`src/asu_pkg.sv`:
```
// Constants, register map and types of the async serial transmitter
package asu_pkg;

  // ****************************************
  // Register indices (byte address = 4 * index)
  // ****************************************
  localparam logic [5:0] IDX_LFC = 6'h13;
  localparam logic [5:0] IDX_TCR = 6'h14;
  localparam logic [5:0] IDX_EBC = 6'h15;
  localparam logic [5:0] IDX_PST = 6'h16;
  localparam logic [5:0] IDX_SST = 6'h17;
  localparam logic [5:0] IDX_BUF = 6'h18;
  localparam logic [5:0] IDX_BRS = 6'h19;

  // ****************************************
  // Field positions
  // ****************************************
  localparam int LFC_EN = 6;
  localparam int LFC_INV = 5;
  localparam int LFC_M = 4;
  localparam int LFC_PEN = 1;
  localparam int LFC_PTY = 0;
  localparam int TCR_TIE = 7;
  localparam int TCR_TCIE = 6;
  localparam int TCR_TE = 3;
  localparam int TCR_SBK = 0;
  localparam int EBC_T8 = 6;
  localparam int EBC_TX_DMA_SELECT = 4;
  localparam int PST_TX_BUFFER_EMPTY_FLAG = 7;
  localparam int PST_TC = 6;
  localparam int PST_FE = 1;

  // ****************************************
  // Reset values and sizes
  // ****************************************
  localparam logic [7:0] RST_REG = 8'h00;
  localparam logic [7:0] EBC_WMASK = 8'h7f;
  localparam logic [3:0] FRAME_BASE = 4'ha;
  localparam logic [3:0] PAR_POS8 = 4'h9;
  localparam logic [3:0] PAR_POS9 = 4'ha;
  localparam int FRAME_W = 12;
  localparam logic [11:0] FRAME_ONES = 12'hfff;
  localparam logic [11:0] FRAME_ZERO = 12'h000;
  localparam logic [3:0] CNT_LAST = 4'h1;
  localparam logic [23:0] RD_PAD = 24'h000000;

  // Baud unit: cycles per step of bit_rate_select
  localparam logic [15:0] BAUD_UNIT = 16'h0010;

  // ****************************************
  // Transmitter states
  // ****************************************
  typedef enum logic [3:0] {
    ST_IDLE = 4'b0001,
    ST_PRE = 4'b0010,
    ST_SHIFT = 4'b0100,
    ST_BRK = 4'b1000
  } asu_txst_t;

endpackage : asu_pkg

```
`src/asu_baud.sv`:
```
// Shared baud rate generator of the async serial unit
`timescale 1ns/1ps
module asu_baud
  import asu_pkg::*;
(
  input wire logic clk_i,
  input wire logic rst_i,
  input wire logic [7:0] rate_i,
  output logic tick_o
);

  typedef struct packed {
    logic [15:0] cnt;
    logic tick;
  } asu_baud_st_t;

  asu_baud_st_t q;
  asu_baud_st_t n;

  // ****************************************
  // Divider
  // ****************************************
  // shared bit timing
  always_comb
  begin
    n = q;
    n.tick = 1'b0;
    if (q.cnt == 16'h0000)
    begin
      // Period is (rate + 1) units; a new rate applies at the next wrap
      n.cnt = 16'((32'(rate_i) + 32'h1) * 32'(BAUD_UNIT) - 32'h1);
      n.tick = 1'b1;
    end
    else
    begin
      n.cnt = q.cnt - 16'h0001;
    end
  end

  always_ff @(posedge clk_i)
  begin
    if (rst_i)
    begin
      q <= '0;
    end
    else
    begin
      q <= n;
    end
  end

  assign tick_o = q.tick;
endmodule : asu_baud

```
`src/asu_tx.sv`:
```
// Async serial transmitter with Wishbone register slave
//
// Overview of operation
// - Characters carry 8 or 9 data bits; ninth comes from ninth_tx_bit.
// - A DMA write to char_buffer clears the empty flag without status read.
// - Setting tx_on starts transmission with a preamble of ones before data loads.
// - Start bit zero goes first, stop bit one goes last.
// - Empty flag sets when char_buffer hands its byte to the shifter.
// - With tx_irq_enable, a set empty flag raises CPU or DMA request.
// - tx_dma_select routes empty flag to DMA, needing tx_irq_enable too.
// - Line rests at logic one while nothing is shifting.
// - Clearing module_enable_bit releases the serial pin.
// - send_break_bit loads all-zero characters of the frame length.
// - Breaks repeat while set; after clearing, at least one one follows.
// - A received break sets framing_error_flag.
// - Idle character is all ones of frame length; preamble is one.
// - Clearing tx_on mid character finishes it, then line idles.
// - Toggling tx_on mid transmission queues one idle character.
// - output_invert inverts every transmitted level.
// - Complete flag sets when shifter and buffer idle; may interrupt.
// - Transmitter takes bit timing from a shared baud generator.
`timescale 1ns/1ps
module asu_tx
  import asu_pkg::*;
(
  input wire logic clk_i,
  input wire logic rst_i,
  input wire logic cyc_i,
  input wire logic stb_i,
  input wire logic we_i,
  input wire logic [7:0] adr_i,
  input wire logic [3:0] sel_i,
  input wire logic [31:0] dat_i,
  output logic [31:0] dat_o,
  output logic ack_o,
  input wire logic dma_wr_i,
  input wire logic [7:0] dma_data_i,
  output logic dma_req_o,
  output logic irq_o,
  input wire logic rx_break_i,
  output logic serial_out_pin_o,
  output logic serial_out_oe_o
);

  // ****************************************
  // State
  // ****************************************
  typedef struct packed {
    logic [7:0] lfc;
    logic [7:0] tcr;
    logic [7:0] ebc;
    logic [7:0] brs;
    logic [7:0] cbuf;
    logic tx_buffer_empty_flag;
    logic fe;
    logic arm;
    logic pend;
    asu_txst_t state;
    logic [3:0] cnt;
    logic [11:0] sh;
    logic pin;
    logic ack;
    logic [7:0] rdat;
  } asu_tx_st_t;

  asu_tx_st_t q;
  asu_tx_st_t n;
  logic tick;
  logic tc;
  logic req;
  logic wr;
  logic rd;
  logic [5:0] idx;
  logic [7:0] wdat;

  // ****************************************
  // Helpers
  // ****************************************
  function automatic logic [3:0] asu_len(input logic m, input logic parity_enable);
    asu_len = FRAME_BASE + {3'h0, m} + {3'h0, parity_enable};
  endfunction : asu_len

  function automatic logic [11:0] asu_frame(input logic [7:0] d, input logic t8,
                                            input logic m, input logic parity_enable,
                                            input logic parity_odd_select);
    logic [11:0] f;
    logic [3:0] pos;
    f = FRAME_ONES;
    f[0] = 1'b0;
    f[8:1] = d;
    pos = PAR_POS8;
    if (m)
    begin
      f[9] = t8;
      pos = PAR_POS9;
    end
    if (parity_enable)
    begin
      f[pos] = (^d) ^ (m & t8) ^ parity_odd_select;
    end
    asu_frame = f;
  endfunction : asu_frame

  asu_baud u_baud (
    .clk_i(clk_i),
    .rst_i(rst_i),
    .rate_i(q.brs),
    .tick_o(tick)
  );

  assign req = cyc_i & stb_i;
  assign idx = adr_i[7:2];
  assign wdat = dat_i[7:0];
  assign wr = req & ~q.ack & we_i & sel_i[0];
  assign rd = req & ~q.ack & ~we_i;

  assign tc = (q.state == ST_IDLE) & q.tx_buffer_empty_flag & ~q.pend & ~q.tcr[TCR_SBK];

  // ****************************************
  // Next state
  // ****************************************
  always_comb
  begin
    n = q;
    n.ack = req & ~q.ack;

    // Register reads; status read arms the empty-flag clear
    if (rd)
    begin
      unique case (idx)
        IDX_LFC: n.rdat = q.lfc;
        IDX_TCR: n.rdat = q.tcr;
        IDX_EBC: n.rdat = q.ebc;
        IDX_PST:
        begin
          n.rdat = RST_REG;
          n.rdat[PST_TX_BUFFER_EMPTY_FLAG] = q.tx_buffer_empty_flag;
          n.rdat[PST_TC] = tc;
          n.rdat[PST_FE] = q.fe;
          n.arm = q.tx_buffer_empty_flag;
          n.fe = 1'b0;
        end
        IDX_BUF: n.rdat = q.cbuf;
        IDX_BRS: n.rdat = q.brs;
        default: n.rdat = RST_REG;
      endcase
    end

    if (wr)
    begin
      unique case (idx)
        IDX_LFC: n.lfc = wdat;
        IDX_TCR:
        begin
          n.tcr = wdat;
          if (wdat[TCR_TE] & ~q.tcr[TCR_TE])
          begin
            n.pend = 1'b1;
          end
        end
        IDX_EBC: n.ebc = wdat & EBC_WMASK;
        IDX_BUF:
        begin
          n.cbuf = wdat;
          if (q.arm)
          begin
            n.tx_buffer_empty_flag = 1'b0;
            n.arm = 1'b0;
          end
        end
        IDX_BRS: n.brs = wdat;
        default: n.brs = q.brs;
      endcase
    end

    if (dma_wr_i)
    begin
      n.cbuf = dma_data_i;
      n.tx_buffer_empty_flag = 1'b0;
      n.arm = 1'b0;
    end

    if (rx_break_i)
    begin
      n.fe = 1'b1;
    end

    // Transmitter acts on baud ticks only while enabled, so every bit is a whole period
    if (!n.lfc[LFC_EN])
    begin
      n.state = ST_IDLE;
      n.sh = FRAME_ONES;
      n.cnt = 4'h0;
    end
    else if (tick)
    begin
      if ((q.state != ST_IDLE) && (q.cnt != CNT_LAST))
      begin
        n.sh = {1'b1, q.sh[11:1]};
        n.cnt = q.cnt - 4'h1;
      end
      else
      begin
        if ((q.state == ST_BRK) && !n.tcr[TCR_SBK])
        begin
          n.pend = 1'b1;
        end
        n.cnt = asu_len(n.lfc[LFC_M], n.lfc[LFC_PEN]);
        if (!n.tcr[TCR_TE])
        begin
          n.state = ST_IDLE;
          n.sh = FRAME_ONES;
        end
        else if (n.tcr[TCR_SBK])
        begin
          n.state = ST_BRK;
          n.sh = FRAME_ZERO;
        end
        else if (n.pend)
        begin
          n.state = ST_PRE;
          n.sh = FRAME_ONES;
          n.pend = 1'b0;
        end
        else if (!n.tx_buffer_empty_flag)
        begin
          n.state = ST_SHIFT;
          n.sh = asu_frame(n.cbuf, n.ebc[EBC_T8], n.lfc[LFC_M],
                           n.lfc[LFC_PEN], n.lfc[LFC_PTY]);
          n.tx_buffer_empty_flag = 1'b1;
          n.arm = 1'b0;
        end
        else
        begin
          n.state = ST_IDLE;
          n.sh = FRAME_ONES;
        end
      end
    end

    n.pin = n.sh[0] ^ n.lfc[LFC_INV];
  end

  always_ff @(posedge clk_i)
  begin
    if (rst_i)
    begin
      q.lfc <= RST_REG;
      q.tcr <= RST_REG;
      q.ebc <= RST_REG;
      q.brs <= RST_REG;
      q.cbuf <= RST_REG;
      q.tx_buffer_empty_flag <= 1'b1;
      q.fe <= 1'b0;
      q.arm <= 1'b0;
      q.pend <= 1'b0;
      q.state <= ST_IDLE;
      q.cnt <= 4'h0;
      q.sh <= FRAME_ONES;
      q.pin <= 1'b1;
      q.ack <= 1'b0;
      q.rdat <= RST_REG;
    end
    else
    begin
      q <= n;
    end
  end

  // ****************************************
  // Outputs
  // ****************************************
  assign dat_o = {RD_PAD, q.rdat};
  assign ack_o = q.ack;
  assign serial_out_pin_o = q.pin;
  assign serial_out_oe_o = q.lfc[LFC_EN];
  assign irq_o = (q.tx_buffer_empty_flag & q.tcr[TCR_TIE] & ~q.ebc[EBC_TX_DMA_SELECT])
               | (tc & q.tcr[TCR_TCIE]);
  assign dma_req_o = q.tx_buffer_empty_flag & q.tcr[TCR_TIE] & q.ebc[EBC_TX_DMA_SELECT];
endmodule : asu_tx

```
`config.mk`:
```
export PLATFORM = sky130hd
export DESIGN_NAME = asu_tx
export DESIGN_NICKNAME = d
export VERILOG_FILES = /design/src/asu_pkg.sv /design/src/asu_baud.sv /design/src/asu_tx.sv
export SDC_FILE = /design/constraint.sdc
export NUM_CORES = 1
export LEC_CHECK = 0
export ABC_CLOCK_PERIOD_IN_PS = 5500
export BUFFER_PORTS_ARGS = -buffer_cell sky130_fd_sc_hd__buf_2
export CAP_MARGIN = 15
export CORE_MARGIN = 2
export CORE_UTILIZATION = 45
export DETAILED_ROUTE_END_ITERATION = 8
export PLACE_DENSITY = 0.67
export SYNTH_ARGS = -nofsm -noshare
export SYNTH_HDL_FRONTEND = slang
export SYNTH_SLANG_ARGS = --single-unit
```
`constraint.sdc`:
```
create_clock -name clk_i -period 5.5 [get_ports clk_i]
set_input_delay 0.275 -clock clk_i [delete_from_list [all_inputs] [get_ports clk_i]]
set_output_delay 0.275 -clock clk_i [all_outputs]
set_load 0.05 [all_outputs]
```
Word-level counts from Yosys, hierarchy flattened

Index checks and enable logic that the tools add are counted.

Multiply operators: 0
Muxes and demuxes: 67
Div/mod/pow operators: 0
Bitwise operators: 26
Magnitude comparators: 2
Reductions and logical operators: 15
Equal/unequal tests: 10
$add $sub $neg: 6
Shifts and indexed selects: 0

Operator list:

| kind                    | count |
|---|---|
| $mux W12                | 5 |
| $pmux W8 S6             | 1 |
| $mux W4                 | 10 |
| $mux W40                | 1 |
| $eq A6 B5 Y1 const B    | 6 |
| $mux W16                | 2 |
| $sub A16 B1 Y16 const B | 2 |
| $mux W1                 | 30 |
| $mux W22                | 1 |
| $mux W9                 | 2 |
| $logic_not A16 Y1       | 1 |
| $mux W8                 | 2 |
| $and A1 B1 Y1           | 14 |
| $mux W2                 | 7 |
| $mux W7                 | 2 |
| $bwmux W12              | 1 |
| $reduce_and A2 Y1       | 6 |
| $add A8 B1 Y9 const B   | 1 |
| $ne A4 B1 Y1 const B    | 2 |
| $not A1 Y1              | 8 |
| $reduce_xor A8 Y1       | 1 |
| $mux W6                 | 1 |
| $lt A4 B5 Y1 const B    | 1 |
| $add A4 B1 Y4           | 1 |
| other kinds (13)        | 18 |

Bits in writable memories: 0
Flip-flop bits (word level): 90
Bits in read-only memories: 0
Memories: 0
Bits in latches: 0

Longest topological paths before layout

Word-level depth: 31
Depth in mapped cells: 12
Gate-level depth less buffers: 9

Hierarchy

From an unflattened synthesis, not the netlist that was laid out.

Cells, all modules: 609
Area total of the unflattened synthesis: 5048.6 µm²

By module, submodules not included:

| module   | area each (µm²) | cells each | seq. area each (µm²) | instances |
|---|---|---|---|---|
| asu_tx   | 3897.5          | 468        | 1461.4               | 1 |
| asu_baud | 1151.1          | 141        | 340.3                | 1 |

Least setup slack after synthesis

OpenSTA, ideal clock, no wires.

Kind: register to register
From: register q, in the netlist ack_o
To: register q[19] in the netlist's numbering
Clock period less this slack: 2989 ps
Cell stages (with the launch flop): 10
Setup slack: 2511 ps
Data arrival time: 2864 ps
Setup time: 124 ps
Path buffers: 1
Cell sequence: dfxtp_1 > nand3b_1 > or4_1 > buf_2 > mux2_1 > mux2i_1 > xnor2_1 > xnor3_1 > mux2i_1 > o21ai_1

Longest elaborated chain between the ends: 24

Ends and longest elaborated chain:

| what                            | RTL line      | source |
|---|---|---|
| start: declaration              | asu_tx.sv:66  | `asu_tx_st_t q;` |
| start signal: assignment        | asu_tx.sv:266 | `q <= n;` |
| $not A1 Y1 (*)                  | asu_tx.sv:114 | `assign wr = req & ~q.ack & we_i & sel_i[0];` |
| $and A1 B1 Y1 (*) (3 in series) | asu_tx.sv:114 |  |
| $mux W40                        | asu_tx.sv:149 | `if (wr)` |
| $mux W2                         | asu_tx.sv:92  | `if (m)` |
| $mux W4                         | asu_tx.sv:225 | `else if (!n.tx_buffer_empty_flag)` |
| $mux W4                         | asu_tx.sv:219 | `else if (n.pend)` |
| $mux W4                         | asu_tx.sv:214 | `else if (n.tcr[TCR_SBK])` |
| $mux W4                         | asu_tx.sv:209 | `if (!n.tcr[TCR_TE])` |
| [6 not listed]                  | n/a           |  |
| $demux W1 S4                    | asu_tx.sv:99  | `f[pos] = (^d) ^ (m & t8) ^ parity_odd_select;` |
| $bwmux W12                      | asu_tx.sv:99  |  |
| $mux W12                        | asu_tx.sv:97  | `if (parity_enable)` |
| $mux W12                        | asu_tx.sv:225 |  |
| $mux W12                        | asu_tx.sv:219 |  |
| $mux W12                        | asu_tx.sv:214 |  |
| $mux W12                        | asu_tx.sv:209 |  |
| $mux W16                        | asu_tx.sv:197 | `if ((q.state != ST_IDLE) && (q.cnt != CNT_LAST))` |

Every way passes the cells marked *; elsewhere a longest branch is shown, timed or not. The select of a mux whose other input is x is not followed.
A chain may end at the register's enable or synchronous reset.

Worst setup path in the final report

From: register q, in the netlist ack_o
To: register q[20] in the netlist's numbering

The elaborated chain is that of the path after synthesis.

==> qor.txt <==
Yosys top cell by area - dfxtp_1
Detailed Route WL - 12.1 mm
Slew @ Worst Pin - 0.771 ns
Syn Inst Count - 601
Fin nets - 680
Footprint of the multi-input gates - 2860 um^2
Most frequent cells in the layout - nor2_1, dfxtp_1, a21oi_1
Initial antenna violation count - 0
Util after Layout - 49.4%
Hold buffer count at CTS - 0
Number of synthesized flops with an enable pin - 0
Remaining global-route overflow - 0
Hold WS - 0.122 ns
Post_cts resized - 0
GRT Total Usage - 21.0%
Initial DRC count - 302
Initial core utilization - 46.1%
First-pass GRT wire length - 19.3 mm
DIE WIDTH - 109 um
Status - complete, no violations
Sequential group share of total power - 44.7%
DIE AREA - 11900 um^2
RSZ-0062 raised after global routing - false
Reg clk slew, reported paths - 0.09 ns
Fraction of layout cells with a size suffix above 1 - 11.3%
Max-Slew Margin vs Limit - 48.5%
Syn Area/Cell - 8.28 um^2
Crit path arrival time - 3.57 ns
Post-placement cell count - 744
Clock share of power - 32.3%
Post-synth cell types - 59
DRT Pass-1 Iters - 5
Clock Skews - 0.0102 ns
Routed len/inst - 15.9 um
Flops & latches, synth - 90
GPL Wtd Cong - 0.857
Top FF cell, synth - dfxtp_1
Residual DRC - 0
Psw - 0.521 mW
Nature of the critical path startpoint - flip-flop
Sequential area share after synthesis - 36.2%
Seq. cell area - 1800 um^2
Final Non-Filler Cells - 760
R2r setup slk - 2.24 ns
Setup violators final - 0
Worst vdd ir - 218 uV
Top cell type's share of synthesized area - 36.2%
Die height - 109 um
Crit path max-delay cell type - or4_1
TritonCTS Buffers - 9
Power per standard cell area - 313 nW/um^2
Combinational share of power - 23.1%
Core Footprint - 10800 um^2
TNS Setup - 0 ns
PortBufs - 42
Via density - 5.55
Final antenna-violating net count - 0
Max Freq - 307 MHz
Via Count - 4218
Final instance area - 5330 um^2
Placed standard-cell area - 5100 um^2
Yosys warns - 0
FP Rows - 38
Clock sink count - 90
Family with the most delay on the worst path - simple AND/OR/NAND/NOR gates
Period utilisation layout - 59.3%
Post-CTS Setup Bufs - 0
H-tree levels - 3
Clock Latency Late Sink - 0.38 ns
Clock Path Buffers - 2
Final hold viol count - 0
Max-slew violations - 0
Setup crit end kind - flip-flop
DP Wirelength - 8.74 mm
Fillers - 1053
Number of global-route vias before repair - 3911
P_leak - 2.13 nW
Cell area after synthesis - 4980 um^2
I/O pins - 96
Type of the tightest min-delay check - in -> reg
MaxCap Viol Count - 0
Internal power - 1.15 mW
Crit path cell chain - nand3b_1, or4_1, mux2i_1, or2_1, inv_2, o21ai_0, nand3b_1, o21ai_0, a21oi_1
Synth top area cells - dfxtp_1, mux2i_1, nor2_1
CP required - 5.81 ns
CTS Root Cell - clkbuf_8
Largest net degree at the start of global routing - 71
TritonCTS clock tree - built
Async set-reset flop share out of synthesis - 0%
Crit path kind - reg -> reg
Sw Ratio - 31.3%
Diode count - 0
Layout area overhead - 7.11%
Crit path largest cell delay - 0.89 ns
Worst Path Buf+Inv - 1
Final Critical Period - 3.26 ns
Crit-path max FO - 18
Commonest non-fill, non-tap cell in the layout - nor2_1
## Yosys cell counts, drive strengths merged, types with 2 or more instances
master   count
o31ai        2
nand2       37
o21a         2
xnor2       15
and3         7
nand3b       4
a222oi       2
nor4         6
or3          4
or2          6
mux2        10
nand4bb      3
ha           6
dfxtp       90
clkbuf      26
nand2b       7
a211oi      13
o21ai       38
nor2b        6
nor2        93
xor2        11
a22oi        8
nand3        7
buf         38
nor3        13
inv          9
mux2i       42
nor3b        5
a211o        4
nor4b        2
nand4        3
o211ai       5
a21oi       54
o22ai        2
a311oi       2
or4          4
## metrics by stage
| stage | setup WS [ns] | power (mW) |
|---|---|---|
| finish | 2.24 | 1.67 |
| global route | 2.00 | 1.76 |
| detailed placement | 2.21 | 1.14 |
| floorplan | 2.51 | 1.08 |
| global placement | 2.25 | 1.13 |
| CTS | 2.22 | 1.68 |
## state kept, by name (all words and copies together), names as in the netlist
name              flops
serial_out_oe_o       1
q                    62
u_baud.q             16
serial_out_pin_o      1
u_baud.tick_o         1
ack_o                 1
dat_o                 8
## cells by family after synthesis
kind of cell,share of synthesized area [%]
xor gates and xnor gates,5.03
buffers and inverters,8.09
and+or+nand+nor,20.8
DFF,36.2
adders and majority gates,1.51
muxes,11.4
other,0.0753
AOI/OAI and AO/OA,16.9
## power by group through the flow
| stage | combinational (mW) | sequential, mW | clock (mW) |
|---|---|---|---|
| final | 0.385 | 0.745 | 0.538 |
| after global routing | 0.432 | 0.751 | 0.574 |
| after floorplan | 0.331 | 0.745 | 0 |
| after detailed placement | 0.382 | 0.760 | 0 |
| after global placement | 0.376 | 0.756 | 0 |
| after CTS | 0.385 | 0.744 | 0.553 |
## worst reg2reg max path, delay by kind of cell (launching register included)
| family | cells | cell delay [ns] |
|---|---|---|
| and+or+nand+nor | 4 | 2.02 |
| muxes | 1 | 0.42 |
| buffers and inverters | 1 | 0.10 |
| AOI/OAI and AO/OA | 3 | 0.35 |
| DFF | 1 | 0.32 |
## routing by layer
metal	track usage, %	part of all wire, %
met3	4.06	4.1
met2	37.5	50
met5	0	0
met4	7.96	2.4
met1	24.6	43
## layout make-up
| cell class | count | area share (%) |
|---|---|---|
| timing repair buffer | 44 | 4.22 |
| sequential | 90 | 33.8 |
| tap | 140 | 3.29 |
| inverter | 10 | 0.704 |
| clock inverter | 6 | 1.97 |
| clock buffer | 10 | 2.39 |
| multi-input combinational | 460 | 53.6 |
## worst paths after layout
kind	from	to	depth (start not counted)
max	ack_o	q[20]	9
max reg2reg	ack_o	q[20]	9
min	rx_break_i	q[32]	3
min reg2reg	q[60]	q[60]	2
No activity file was read; power rests on OpenSTA's default activity.
